`config.mk`:
```
export PLATFORM = sky130hd
export DESIGN_NAME = srx_phy_rx_timing_outputs
export DESIGN_NICKNAME = d
export VERILOG_FILES = /design/src/hdl/srx_pkg.sv /design/src/hdl/srx_sci_if.sv /design/src/hdl/srx_sci_prog.sv /design/src/hdl/srx_phy_rx_timing_outputs.sv
export SDC_FILE = /design/constraint.sdc
export NUM_CORES = 1
export LEC_CHECK = 0
export BUFFER_PORTS_ARGS = -buffer_cell sky130_fd_sc_hd__buf_4
export CAP_MARGIN = 20
export CORE_ASPECT_RATIO = 1.75
export CORE_UTILIZATION = 30
export CTS_CLUSTER_SIZE = 16
export DETAILED_ROUTE_END_ITERATION = 7
export GPL_TIMING_DRIVEN = 1
export PLACE_DENSITY = 0.47
export SLEW_MARGIN = 20
export SYNTH_ARGS = -nofsm -noshare
export SYNTH_HDL_FRONTEND = slang
export SYNTH_SLANG_ARGS = --single-unit
```
`constraint.sdc`:
```
create_clock -name ref_clk -period 4.2 [get_ports ref_clk]
set_clock_uncertainty 0.1 [all_clocks]
set_input_delay 1.05 -clock ref_clk [delete_from_list [all_inputs] [get_ports ref_clk]]
set_output_delay 1.05 -clock ref_clk [all_outputs]
set_load 0.01 [all_outputs]
```
`src/hdl/srx_pkg.sv`:
```
// constants and types shared by the sdi receive timing output stage
`default_nettype none
package srx_pkg;
   localparam int DATA_W = 20;
   localparam int SD_W = 10;
   localparam int LEN_W = 12;
   localparam int SCI_AW = 6;
   localparam int SCI_DW = 8;
   localparam logic [DATA_W-1:0] TRS_FIRST_HD = 20'hfffff;
   localparam logic [DATA_W-1:0] TRS_FIRST_SD = 20'h003ff;
   localparam int XYZ_MARK_BIT = 9;
   localparam int FIELD_BIT = 8;
   localparam int VBLANK_BIT = 7;
   localparam int HBLANK_BIT = 6;
   localparam logic [1:0] RATE_BOTH = 2'h0;
   localparam logic [1:0] RATE_SD_ONLY = 2'h3;
   localparam int LOCK_LINES = 3;
   localparam int WD_TIMEOUT_TICKS = 64;
   localparam int NUM_FMT = 6;
   localparam logic [3:0] FMT_NONE = 4'h0;
   localparam logic [LEN_W-1:0] FMT_LEN [NUM_FMT] =
      '{12'h6b4, 12'h6c0, 12'h898, 12'ha50, 12'h672, 12'h7bc};
   localparam logic FMT_HD [NUM_FMT] = '{1'b0, 1'b0, 1'b1, 1'b1, 1'b1, 1'b1};
   localparam logic [3:0] FMT_CODE [NUM_FMT] = '{4'h1, 4'h2, 4'h3, 4'h4, 4'h5, 4'h6};
   localparam logic [SCI_AW-1:0] SCI_ADDR_RATE = 6'h01;
   localparam logic [SCI_DW-1:0] SCI_VAL_SD = 8'h00;
   localparam logic [SCI_DW-1:0] SCI_VAL_HD = 8'h01;
   typedef enum logic [4:0] {
      SCI_IDLE = 5'b00001,
      SCI_WAIT = 5'b00010,
      SCI_WR = 5'b00100,
      SCI_RD = 5'b01000,
      SCI_CHK = 5'b10000
   } srx_sci_state_type;
endpackage
`default_nettype wire

```
`src/hdl/srx_sci_if.sv`:
```
// control link between the timing stage and its configuration sequencer
`timescale 1ns/1ps
`default_nettype none
interface srx_sci_if;
   logic tick;
   logic enable;
   logic start;
   logic rate_hd;
   logic busy;
   modport ctrl (output tick, output enable, output start, output rate_hd, input busy);
   modport prog (input tick, input enable, input start, input rate_hd, output busy);
endinterface
`default_nettype wire

```
`src/hdl/srx_sci_prog.sv`:
```
// configuration bus sequencer that reprograms the deserialiser rate
`timescale 1ns/1ps
`default_nettype none
module srx_sci_prog (
   // clock and reset
   input wire logic ref_clk,
   input wire logic reset_n,
   // control from the timing stage
   srx_sci_if.prog ctl,
   // configuration bus
   output logic sci_select,
   output logic sci_enable,
   output logic sci_read,
   output logic sci_write,
   output logic [srx_pkg::SCI_AW-1:0] sci_address,
   output logic [srx_pkg::SCI_DW-1:0] sci_write_data,
   input wire logic [srx_pkg::SCI_DW-1:0] sci_read_data
);
   import srx_pkg::*;
   srx_sci_state_type state_r;
   logic [SCI_DW-1:0] value_r;

   ////////////////////////////////////////////////////////////////////////////
   // sequence, paced by the watchdog tick, retried until read-back matches
   always_ff @(posedge ref_clk or negedge reset_n) begin
      if (!reset_n) begin
         state_r <= SCI_IDLE;
         value_r <= SCI_VAL_SD;
      end else if (ctl.enable) begin
         if (ctl.start) begin
            state_r <= SCI_WAIT;
            value_r <= ctl.rate_hd ? SCI_VAL_HD : SCI_VAL_SD;
         end else begin
            case (state_r)
               SCI_IDLE: state_r <= SCI_IDLE;
               SCI_WAIT: if (ctl.tick) state_r <= SCI_WR;
               SCI_WR: state_r <= SCI_RD;
               SCI_RD: state_r <= SCI_CHK;
               SCI_CHK: state_r <= (sci_read_data == value_r) ? SCI_IDLE : SCI_WAIT;
               default: state_r <= SCI_IDLE;
            endcase
         end
      end
   end

   ////////////////////////////////////////////////////////////////////////////
   // bus strobes decoded from state; address and data held steady
   assign ctl.busy = (state_r != SCI_IDLE);
   assign sci_write = (state_r == SCI_WR);
   assign sci_read = (state_r == SCI_RD);
   assign sci_select = sci_write | sci_read;
   assign sci_enable = sci_write | sci_read;
   assign sci_address = SCI_ADDR_RATE;
   assign sci_write_data = value_r;
endmodule
`default_nettype wire

```
`src/hdl/srx_phy_rx_timing_outputs.sv`:
```
// receive output stage: trs marking, blanking flags, lock, format, rate request
`timescale 1ns/1ps
`default_nettype none
// Behaviour
// - rate clock request low asks for sd reference, high asks for hd.
// - active-low asynchronous reset clears the whole core and the serdes quad.
// - clock enable low freezes every register in the core except the check run counter en_run_r, which clears.
// - 20-bit parallel output; for sd only the low 10 bits carry data.
// - an output clock is supplied, parallel output is synchronous to it.
// - video locked is high while locked to a valid stream, else low.
// - scan disable high holds video locked at its present value.
// - 4-bit format code, valid only while video locked is high.
// - rate indicator tells whether the output word is hd or sd.
// - trs marker high exactly while first trs word is on the output.
// - field takes timing status word field bit, right after that word.
// - vertical blank follows status word v bit, right after that word.
// - horizontal blank follows status word h bit, right after that word.
// - static watchdog clock paces watchdog and configuration programming.
// - config bus master: 6-bit address, 8-bit data both ways, strobes.
// - core-sourced reference clock inputs used only under their options.
// - rate select 00 scans both, 01 or 10 hd only, 11 sd only.
module srx_phy_rx_timing_outputs #(
   parameter int LOCK_LINES = srx_pkg::LOCK_LINES,
   parameter int WD_TIMEOUT_TICKS = srx_pkg::WD_TIMEOUT_TICKS,
   parameter bit TX_CORE_SOURCED_OPTION = 1'b0,
   parameter bit RX_CORE_SOURCED_OPTION = 1'b0
) (
   // clock, reset, enable
   input wire logic ref_clk,
   input wire logic reset_n,
   input wire logic core_enable,
   input wire logic static_watchdog_clock,
   // deserialiser side
   input wire logic [srx_pkg::DATA_W-1:0] deser_data,
   output logic serdes_quad_reset,
   input wire logic tx_core_ref_clock,
   input wire logic rx_core_ref_clock,
   output logic serdes_tx_ref_clock,
   output logic serdes_rx_ref_clock,
   // scan control and clock request
   input wire logic scan_disable,
   input wire logic [1:0] rate_select,
   output logic rx_rate_clock_request,
   // video output
   output logic [srx_pkg::DATA_W-1:0] parallel_video_out,
   output logic parallel_video_clock,
   output logic high_rate_indicator,
   output logic trs_marker,
   output logic video_locked,
   output logic [3:0] format_code,
   output logic video_field,
   output logic vertical_blank,
   output logic horizontal_blank,
   // configuration bus
   output logic sci_select,
   output logic sci_enable,
   output logic sci_read,
   output logic sci_write,
   output logic [srx_pkg::SCI_AW-1:0] sci_address,
   output logic [srx_pkg::SCI_DW-1:0] sci_write_data,
   input wire logic [srx_pkg::SCI_DW-1:0] sci_read_data
);
   import srx_pkg::*;
   localparam int WD_W = $clog2(WD_TIMEOUT_TICKS + 1);
   localparam int LK_W = $clog2(LOCK_LINES + 1);
   localparam logic [WD_W-1:0] WD_LAST = WD_W'(WD_TIMEOUT_TICKS - 1);
   localparam logic [LK_W-1:0] LK_FULL = LK_W'(LOCK_LINES);
   localparam logic [LK_W-1:0] LK_LAST = LK_W'(LOCK_LINES - 1);

   logic wd_meta_r;
   logic wd_sync_r;
   logic wd_last_r;
   logic wd_tick;
   logic [WD_W-1:0] wd_cnt_r;
   logic wd_expire;
   logic rate_hd_r;
   logic rate_hd_nxt;
   logic rate_change;
   logic [DATA_W-1:0] in_word;
   logic [DATA_W-1:0] pipe_r [3];
   logic [2:0] hd_pipe_r;
   logic trs_found;
   logic [2:0] mark_d_r;
   logic xyz_on_out;
   logic line_end;
   logic [LEN_W-1:0] len_cnt_r;
   logic [LEN_W-1:0] last_len_r;
   logic [3:0] fmt_now;
   logic len_match;
   logic [LK_W-1:0] match_cnt_r;
   logic [2:0] en_run_r;

   srx_sci_if sci_ctl ();

   ////////////////////////////////////////////////////////////////////////////
   // lookup of line length against the known formats at the current rate
   function automatic logic [3:0] fmt_lookup(input logic [LEN_W-1:0] len, input logic hd);
      logic [3:0] code;
      code = FMT_NONE;
      for (int i = 0; i < NUM_FMT; i++) begin
         if (FMT_LEN[i] == len && FMT_HD[i] == hd) begin
            code = FMT_CODE[i];
         end
      end
      return code;
   endfunction

   ////////////////////////////////////////////////////////////////////////////
   // pass-through of reset and clocks
   assign serdes_quad_reset = !reset_n;
   assign parallel_video_clock = ref_clk;
   // unused option inputs are parked low rather than left floating into the serdes
   assign serdes_tx_ref_clock = TX_CORE_SOURCED_OPTION ? tx_core_ref_clock : 1'b0;
   assign serdes_rx_ref_clock = RX_CORE_SOURCED_OPTION ? rx_core_ref_clock : 1'b0;

   ////////////////////////////////////////////////////////////////////////////
   // watchdog clock sampled into the core domain, first stage read only by second
   always_ff @(posedge ref_clk or negedge reset_n) begin
      if (!reset_n) begin
         wd_meta_r <= 1'b0;
         wd_sync_r <= 1'b0;
         wd_last_r <= 1'b0;
      end else if (core_enable) begin
         wd_meta_r <= static_watchdog_clock;
         wd_sync_r <= wd_meta_r;
         wd_last_r <= wd_sync_r;
      end
   end

   assign wd_tick = core_enable && wd_sync_r && !wd_last_r;
   assign wd_expire = wd_tick && (wd_cnt_r == WD_LAST);

   // a found trs or a rate switch restarts the watchdog, so the new rate settles
   always_ff @(posedge ref_clk or negedge reset_n) begin
      if (!reset_n) begin
         wd_cnt_r <= '0;
      end else if (core_enable) begin
         if (trs_found || rate_change || wd_expire) begin
            wd_cnt_r <= '0;
         end else if (wd_tick) begin
            wd_cnt_r <= wd_cnt_r + 1'b1;
         end
      end
   end

   ////////////////////////////////////////////////////////////////////////////
   // rate scan: forced modes win, multi-rate flips only on a timeout while unlocked
   always_comb begin
      rate_hd_nxt = rate_hd_r;
      if (!scan_disable) begin
         if (rate_select == RATE_SD_ONLY) begin
            rate_hd_nxt = 1'b0;
         end else if (rate_select != RATE_BOTH) begin
            rate_hd_nxt = 1'b1;
         end else if (wd_expire && !video_locked) begin
            rate_hd_nxt = !rate_hd_r;
         end
      end
   end

   assign rate_change = core_enable && (rate_hd_nxt != rate_hd_r);

   always_ff @(posedge ref_clk or negedge reset_n) begin
      if (!reset_n) begin
         rate_hd_r <= 1'b0;
      end else if (core_enable) begin
         rate_hd_r <= rate_hd_nxt;
      end
   end

   assign rx_rate_clock_request = rate_hd_r;

   ////////////////////////////////////////////////////////////////////////////
   // three-word look-ahead so the marker can rise with the first trs word
   assign in_word = rate_hd_r ? deser_data : {{(DATA_W - SD_W){1'b0}}, deser_data[SD_W-1:0]};
   assign trs_found = (pipe_r[2] == (hd_pipe_r[2] ? TRS_FIRST_HD : TRS_FIRST_SD))
      && (pipe_r[1] == '0) && (pipe_r[0] == '0) && in_word[XYZ_MARK_BIT];

   always_ff @(posedge ref_clk or negedge reset_n) begin
      if (!reset_n) begin
         pipe_r <= '{default: '0};
         hd_pipe_r <= 3'h0;
         parallel_video_out <= '0;
         high_rate_indicator <= 1'b0;
         trs_marker <= 1'b0;
         mark_d_r <= 3'h0;
      end else if (core_enable) begin
         pipe_r[0] <= in_word;
         pipe_r[1] <= pipe_r[0];
         pipe_r[2] <= pipe_r[1];
         hd_pipe_r <= {hd_pipe_r[1:0], rate_hd_r};
         parallel_video_out <= pipe_r[2];
         high_rate_indicator <= hd_pipe_r[2];
         trs_marker <= trs_found;
         mark_d_r <= {mark_d_r[1:0], trs_marker};
      end
   end

   assign xyz_on_out = mark_d_r[2];
   assign line_end = xyz_on_out && parallel_video_out[HBLANK_BIT];

   ////////////////////////////////////////////////////////////////////////////
   // flags load on the edge after the status word and hold until the next one
   always_ff @(posedge ref_clk or negedge reset_n) begin
      if (!reset_n) begin
         video_field <= 1'b0;
         vertical_blank <= 1'b0;
         horizontal_blank <= 1'b0;
      end else if (core_enable && xyz_on_out) begin
         video_field <= parallel_video_out[FIELD_BIT];
         vertical_blank <= parallel_video_out[VBLANK_BIT];
         horizontal_blank <= parallel_video_out[HBLANK_BIT];
      end
   end

   ////////////////////////////////////////////////////////////////////////////
   // line length between end-of-line codes identifies the source format
   assign fmt_now = fmt_lookup(len_cnt_r, high_rate_indicator);
   assign len_match = (len_cnt_r == last_len_r) && (fmt_now != FMT_NONE);

   // counter saturates so a dead input never wraps into a false length
   always_ff @(posedge ref_clk or negedge reset_n) begin
      if (!reset_n) begin
         len_cnt_r <= '0;
         last_len_r <= '0;
      end else if (core_enable) begin
         if (line_end) begin
            len_cnt_r <= LEN_W'(1);
            last_len_r <= len_cnt_r;
         end else if (len_cnt_r != '1) begin
            len_cnt_r <= len_cnt_r + 1'b1;
         end
      end
   end

   always_ff @(posedge ref_clk or negedge reset_n) begin
      if (!reset_n) begin
         format_code <= FMT_NONE;
      end else if (core_enable && !scan_disable && line_end && len_match) begin
         format_code <= fmt_now;
      end
   end

   ////////////////////////////////////////////////////////////////////////////
   // lock after matching lines; the counter restarts on every rate switch
   always_ff @(posedge ref_clk or negedge reset_n) begin
      if (!reset_n) begin
         video_locked <= 1'b0;
         match_cnt_r <= '0;
      end else if (core_enable && !scan_disable) begin
         if (rate_change || wd_expire) begin
            video_locked <= 1'b0;
            match_cnt_r <= '0;
         end else if (line_end) begin
            if (len_match) begin
               if (match_cnt_r != LK_FULL) begin
                  match_cnt_r <= match_cnt_r + 1'b1;
               end
               if (match_cnt_r >= LK_LAST && !sci_ctl.busy) begin
                  video_locked <= 1'b1;
               end
            end else begin
               video_locked <= 1'b0;
               match_cnt_r <= '0;
            end
         end
      end
   end

   ////////////////////////////////////////////////////////////////////////////
   // deserialiser reprogramming on every rate change
   assign sci_ctl.tick = wd_tick;
   assign sci_ctl.enable = core_enable;
   assign sci_ctl.start = rate_change;
   assign sci_ctl.rate_hd = rate_hd_nxt;

   srx_sci_prog u_sci_prog (
      .ref_clk(ref_clk),
      .reset_n(reset_n),
      .ctl(sci_ctl.prog),
      .sci_select(sci_select),
      .sci_enable(sci_enable),
      .sci_read(sci_read),
      .sci_write(sci_write),
      .sci_address(sci_address),
      .sci_write_data(sci_write_data),
      .sci_read_data(sci_read_data)
   );

   ////////////////////////////////////////////////////////////////////////////
   // checks: run length of enabled cycles, for relations that look back
   always_ff @(posedge ref_clk or negedge reset_n) begin
      if (!reset_n) begin
         en_run_r <= 3'h0;
      end else if (!core_enable) begin
         en_run_r <= 3'h0;
      end else if (en_run_r != 3'h7) begin
         en_run_r <= en_run_r + 1'b1;
      end
   end
endmodule
`default_nettype wire

```
**After elaboration in Yosys (flattened, before gate mapping)**

Index checks and enable logic that the tools add are counted.

- Register bits: 146
- Latch bits: 0
- Bits in writable memories: 0
- ROM bits: 0
- Output and inout port bits: 53
- Logic and storage cells: 124
- Memories: 0

- Add/sub/neg operators: 3
- $mul: 0
- Divide/modulo/power cells: 0
- Magnitude comparators: 1
- Equal/unequal tests: 22
- Shifts and indexed selects: 0
- Multiplexer cells: 29
- Bitwise logic cells: 2
- Reductions and logical operators: 44

Operators with widths:

| operator | number |
|---|---|
| equality test 11 x 12 -> 1 bit, first input constant | 4 |
| logical NOT 20 bit | 2 |
| two-way mux 20 bit | 2 |
| equality test 12 bit, first input constant | 2 |
| two-way mux 12 bit | 2 |
| logical AND 1 bit | 21 |
| equality test 20 bit | 1 |
| two-way mux 4 bit | 5 |
| one-hot mux 5 bit (4 select lines) | 1 |
| two-way mux 7 bit | 2 |
| adder 12 x 1 -> 12 bit, second input constant | 1 |
| equality test 12 bit | 1 |
| inequality test 12 bit, second input constant | 1 |
| two-way mux 1 bit | 10 |
| two-way mux 2 bit | 5 |
| two-way mux 5 bit | 2 |
| AND reduction 2 bit | 5 |
| equality test 8 bit | 1 |
| nonzero test 2 bit | 4 |
| adder 7 x 1 -> 7 bit, second input constant | 1 |
| equality test 7 x 6 -> 1 bit, second input constant | 1 |
| logical NOT 1 bit | 6 |
| inequality test 3 x 1 -> 1 bit, second input constant | 2 |
| AND reduction 3 bit | 2 |
| other kinds (15) | 17 |

**Logic depth before layout (Yosys ltp)**

Gate-level depths: netlist of run 1.

- Word-level depth: 14
- Depth in mapped cells: 8
- Mapped depth without buffers: 8

**Modules after synthesis**

A second synthesis of run 1 with hierarchy kept.

- Cells, all modules: 556
- Area, all modules: 6,428.7 µm²

By module, submodules not included:

| module | instances | cells an instance | area each (µm²) | seq. area each (µm²) |
|---|---|---|---|---|
| srx_phy_rx_timing_outputs | 1 | 499 | 5,957.0 | 3,303.2 |
| srx_sci_prog | 1 | 57 | 471.7 | 151.4 |

==> results of run 1 <==
## Yosys cell counts, types with 4 or more instances
library cell	n
dfrtp_1	137
mux2_2	82
nand2_1	65
nor2_1	24
xor2_1	21
buf_4	19
nand4_1	17
nand3_1	16
nor4_1	16
clkbuf_1	15
inv_1	15
o21ai_0	13
a22o_1	10
nor3_1	7
buf_6	6
ha_1	6
a21oi_1	5
nor2b_1	5
o31ai_1	5
a21o_1	4
and2_1	4
and3_1	4
nand3b_1	4
## registers in the layout (all words and copies together) (netlist names), 3 cells and up
signal	cells
format_code	3
hd_pipe_r	3
last_len_r	12
len_cnt_r	12
mark_d_r	3
parallel_video_out	20
pipe_r	60
u_sci_prog.state_r	5
wd_cnt_r	7
## stage by stage
stage	hold slack, ns	instances	instance area (um2)
5_1_grt	0.1819	939	8024
3_3_place_gp	0.3581	905	7306
3_5_place_dp	0.3689	905	7306
6_report	0.2053	939	8024
2_1_floorplan	0.3462	581	6668
4_1_cts	0.1861	939	8024
## path summary, 6_finish.rpt
path / to / startpoint / cells after the start
hold / removal: pipe_r[47] / reset_n / 1
max in group asynchronous: wd_cnt_r[4] / reset_n / 2
hold reg to reg: hd_pipe_r[0] / hd_pipe_r[0] / 1
setup reg to reg: format_code[1] / len_cnt_r[0] / 8
setup / recovery: parallel_video_clock / ref_clk / 3
min in group ref_clk: hd_pipe_r[0] / hd_pipe_r[0] / 1
## routing by layer
layer	vias to the layer above	wire length [um]	track usage
met2	114	8231	0.2640
met1	2243	6035	0.1582
met5	-	0	0
met4	0	422	0.08658
li1	2137	-	-
met3	26	481	0.03108
## area by class of cell
| class | instances | share of cell area |
|---|---|---|
| flip-flops and latches | 138 | 0.4305 |
| multi-input cells | 383 | 0.3549 |
| repair buffers | 76 | 0.07157 |
| clock buffers | 27 | 0.06986 |
| well taps | 292 | 0.04553 |
| clock inverters | 8 | 0.02058 |
| inverters | 15 | 0.007017 |
## logic make-up after synthesis
family                   share of synthesized area
AND/OR/NAND/NOR                             0.1581
multiplexers                                0.1464
AO/OA/AOI/OAI                              0.07509
adder cells (fa/ha/maj)                    0.01135
other                                     0.001135
buffers and inverters                      0.05523
XOR/XNOR                                   0.03045
flip-flops                                  0.5222
## where the power goes
part / internal [mW] / switching [mW]
sequential: 1.55 / 0.255
combinational: 0.354 / 0.316
clock: 1.23 / 0.576
total: 3.13 / 1.15
## critical path: cells and delay by family
kind                   cells  cell delay (ns)
buffers and inverters      3             0.38
==> flow_metrics.py, run 1 <==
metrics = {
    "yosys": {
        "yosysTopAreaCell": "dfrtp_1",
        "ys_seq_elements": 138,
        "synth_warnings": 0,
        "async_flop_share": 1.000,
        "netlist_area_um2": 6615,
        "syn_area_per_cell_um2": 11.67,
        "synth_cell_type_count": 69,
        "synthTopCellsByArea": "dfrtp_1 (52%), mux2_2 (14%), nand2_1 (3.7%)",
        "synth_top_area_frac": 0.5183,
        "yosysSeqAreaShare": 0.5222,
        "netlist_instances": 567,
        "synth_ff_type": "dfrtp_1",
        "synth_edf_count": 0,
    },
    "die": {
        "die_h_um": 198.4,
        "io_pins": 90,
        "dieArea_um2": 22670,
        "die_w_um": 114.3,
        "start_util": 0.3064,
        "core_area_um2": 21590,
        "rows": 71,
    },
    "critical_path": {
        "worstSetupEndpointType": "output pin",
        "required_ns": 3.05,
        "worst_path_most_repeated_cell": "clkbuf_16",
        "path_cells": "clkbuf_16 > clkbuf_16 > buf_4",
        "cp.arrival_ns": 2.48,
        "worst-setup-path-type": "clock port to output pin",
        "path_max_fanout": 2,
        "start_kind": "clock port",
        "cpPeakStageDelay_ns": 0.13,
        "crit_path_top_delay_cell": "clkbuf_16",
        "rrSetupSlack_ns": 1.79,
    },
    "grt": {
        "gr-total-overflow": 0,
        "grt_max_degree": 70,
        "grt_pass1_vias": 4827,
        "antenna_found_initial": 0,
        "grt_pass1_wl_um": 25230,
        "grtUsageTotal": 0.1476,
    },
    "layout": {
        "num_antenna_cells": 0,
        "fin_util": 0.3717,
        "final_cell_mix": "dfrtp_1 (137), mux2_2 (82), buf_4 (76), nand2_1 (65), nor2_1 (24)",
        "nets": 678,
        "final_common_cell": "dfrtp_1",
        "register_area_um2": 3455,
        "area_growth_syn_to_layout_pct": 21.30,
        "multi_input_area_um2": 2848,
        "drive_above_1_share": 0.3292,
        "fill_cells": 2117,
    },
    "routing": {
        "viasPerCell": 4.814,
        "drc": 0,
        "vias": 4520,
        "routedWlPerCell_um": 16.16,
        "first_pass_iters": 4,
        "routed_wl_um": 15170,
        "drtAntennaViolNets": 0,
        "drt-initial-drc-count": 208,
    },
    "flow_run": {
        "drv_cap": 0,
    },
    "cts": {
        "post-cts-setup-buffers": 0,
        "path_clk_slew_ns": 0.06,
        "clk_latency_ns": 0.53,
        "cts_resized": 0,
        "cts_hold_buffers": 0,
        "cts_tree": "built",
    },
    "sta": {
        "relSlewSlack": 0.4152,
        "timing.setup.tns_ns": 0,
        "fin_ws_ns": 0.5722,
        "final-hold-violation-count": 0,
        "setup_viol": 0,
        "rsz0062_at_grt": "false",
        "slew_viol_final": 0,
        "tightestPinTransition_ns": 0.8772,
    },
    "pwr": {
        "vdd_drop_max_uv": 317.0,
        "p_per_area_nw_per_um2": 532.9,
        "p_leak_nw": 3.724,
        "power.total_mw": 4.276,
    },
    "placed_design": {
        "dp_slack_ns": 0.8309,
        "hpwl_um": 10740,
        "gp_congestion": 0.7950,
        "io_buffers": 71,
    },
    "outcome": {
        "status": "completed",
    },
    "hold_path": {
        "hp-class": "input pin to asynchronous set/reset pin",
    },
}
Note: power is estimated with default switching activity, not from simulation.
==> run 2, diff against run 1 <==
--- a/config.mk
+++ b/config.mk
@@ -7,7 +7,7 @@
 export LEC_CHECK = 0
 export BUFFER_PORTS_ARGS = -buffer_cell sky130_fd_sc_hd__buf_4
 export CAP_MARGIN = 20
-export CORE_ASPECT_RATIO = 1.75
+export CORE_ASPECT_RATIO = 1.5
 export CORE_UTILIZATION = 30
 export CTS_CLUSTER_SIZE = 16
 export DETAILED_ROUTE_END_ITERATION = 7
==> run 2 against run 1 <==
  * Flip-flop and latch count unchanged
  * Clock power down 5%
  * Combinational power barely moved
  * Critical endpoint unchanged
  * Highest routed layer unchanged
  * First-iteration DRC count fell by 30%
==> flow_metrics.py, run 2 (synthesis results as in run 1) <==
metrics = {
    "layout": {
        "fill_cells": 2143,
        "final_common_cell": "dfrtp_1",
        "final_cell_mix": "dfrtp_1 (137), mux2_2 (82), buf_4 (77), nand2_1 (65), nor2_1 (24)",
        "largest-register": "pipe_r",
        "final_area_um2": 7971,
        "num_antenna_cells": 0,
        "nets": 679,
        "largest_register_ffs": 60,
        "area_growth_syn_to_layout_pct": 20.50,
        "largestRegisters": "pipe_r (60), parallel_video_out (20)",
        "fin_util": 0.3684,
        "drive_above_1_share": 0.3267,
    },
    "grt": {
        "use_met2": 0.2411,
        "met3_usage": 0.03505,
        "grt_pass1_wl_um": 24030,
        "grtUsageMet1": 0.1600,
        "antenna_found_initial": 0,
        "grt_busiest_layer": "met2",
        "grtUsageTotal": 0.1416,
        "grt_max_degree": 57,
        "grt_pass1_vias": 4602,
        "gr-total-overflow": 0,
    },
    "routing": {
        "drc": 0,
        "first_pass_iters": 4,
        "routedWlPerCell_um": 15.98,
        "drt-initial-drc-count": 145,
        "drtAntennaViolNets": 0,
        "routed_wl_um": 14710,
        "vias": 4547,
        "viasPerCell": 4.937,
    },
    "sta": {
        "setup_viol": 0,
        "tightestPinTransition_ns": 0.7361,
        "relSlewSlack": 0.5092,
        "final-hold-violation-count": 0,
        "timing.setup.tns_ns": 0,
        "rsz0062_at_grt": "false",
        "slew_viol_final": 0,
    },
    "critical_path": {
        "crit_buf_inv": 3,
        "path_cells": "clkbuf_16 > clkbuf_16 > buf_4",
        "crit_family": "buffers and inverters",
        "crit_path_top_delay_cell": "clkbuf_16",
        "worstSetupEndpointType": "output pin",
        "cpPeakStageDelay_ns": 0.13,
        "cp.arrival_ns": 2.48,
        "start_kind": "clock port",
        "required_ns": 3.05,
        "worst-setup-path-type": "clock port to output pin",
        "worst_path_most_repeated_cell": "clkbuf_16",
        "path_max_fanout": 2,
    },
    "die": {
        "core_area_um2": 21640,
        "dieArea_um2": 22660,
        "start_util": 0.3057,
        "rows": 66,
        "io_pins": 90,
        "die_w_um": 123.2,
        "die_h_um": 183.9,
    },
    "flow_run": {
        "drv_cap": 0,
    },
    "placed_design": {
        "gp_congestion": 0.8036,
        "hpwl_um": 10510,
        "dpl_cell_area_um2": 7288,
        "io_buffers": 71,
    },
    "hold_path": {
        "hp-class": "input pin to asynchronous set/reset pin",
    },
    "pwr": {
        "p_per_area_nw_per_um2": 523.9,
        "p_leak_nw": 3.704,
        "vdd_drop_max_uv": 357.6,
    },
    "cts": {
        "path_clk_slew_ns": 0.05,
        "clk_latency_ns": 0.53,
        "post-cts-setup-buffers": 0,
        "cts_hold_buffers": 0,
        "cts_resized": 0,
        "cts_tree": "built",
    },
    "outcome": {
        "status": "completed",
    },
}
==> run 2: changes by cell type in the layout (fill, tap and decap cells not counted) <==
| cell | previous run | this run |
|---|---|---|
| bufinv_16 | 5 | 4 |
| clkinvlp_4 | 0 | 1 |
| clkbuf_1 | 3 | 6 |
| clkinv_4 | 0 | 1 |
| buf_4 | 76 | 77 |
| clkinv_2 | 3 | 2 |
| clkbuf_8 | 3 | 1 |
==> run 2: where the power goes <==
part	internal [mW]	leakage (nW)	total (mW)	switching, mW
sequential	1.55	1.74	1.80	0.251
combinational	0.355	1.63	0.668	0.313
clock	1.14	0.334	1.71	0.569
total	3.04	3.70	4.18	1.13
==> run 2: layer usage <==
layer | part of all wire | wire (um)
met5 | 0 | 0
met1 | 0.41 | 6058
met3 | 0.037 | 545
met4 | 0.023 | 340
met2 | 0.53 | 7769
==> run 2: area by class of cell <==
| cell class | instances | area [um2] | share of cell area |
|---|---|---|---|
| Sequential cell | 138 | 3455 | 0.4334 |
| Multi-Input combinational cell | 383 | 2848 | 0.3572 |
| Timing Repair Buffer | 77 | 581.8 | 0.07299 |
| Clock buffer | 28 | 544.3 | 0.06828 |
| Tap cell | 272 | 340.3 | 0.04269 |
| Clock inverter | 8 | 146.4 | 0.01836 |
| Inverter | 15 | 56.30 | 0.007063 |
==> run 2: worst paths after layout <==
path	slack [ns]	end	cells after the start	start
hold reg to reg	0.39	horizontal_blank	2	horizontal_blank
max in group asynchronous	2.64	rx_rate_clock_request	2	reset_n
hold / removal	0.31	pipe_r[3]	1	reset_n
min in group ref_clk	0.39	horizontal_blank	2	horizontal_blank
setup / recovery	0.57	parallel_video_clock	3	ref_clk
setup reg to reg	1.77	format_code[2]	5	len_cnt_r[5]
==> run 2: stage by stage <==
stage / power, mW / setup WS [ns] / hold WS, ns / instances
final: 4.177 / 0.5719 / 0.3138 / 921
after global routing: 4.404 / 0.5654 / 0.3127 / 921
after CTS: 4.246 / 0.5667 / 0.3065 / 921
after detailed placement: 2.526 / 0.8309 / 0.3827 / 886
after global placement: 2.500 / 0.8309 / 0.3595 / 886
after floorplan: 2.249 / 0.8309 / 0.3462 / 581
==> run 2: worst reg2reg max path: stages, from the launching register on <==
cell and delay, ns:
dfrtp_1 0.56, xor2_1 0.25, nor4_2 0.33, nand3_1 0.20
or4_4 0.56, mux2_4 0.31
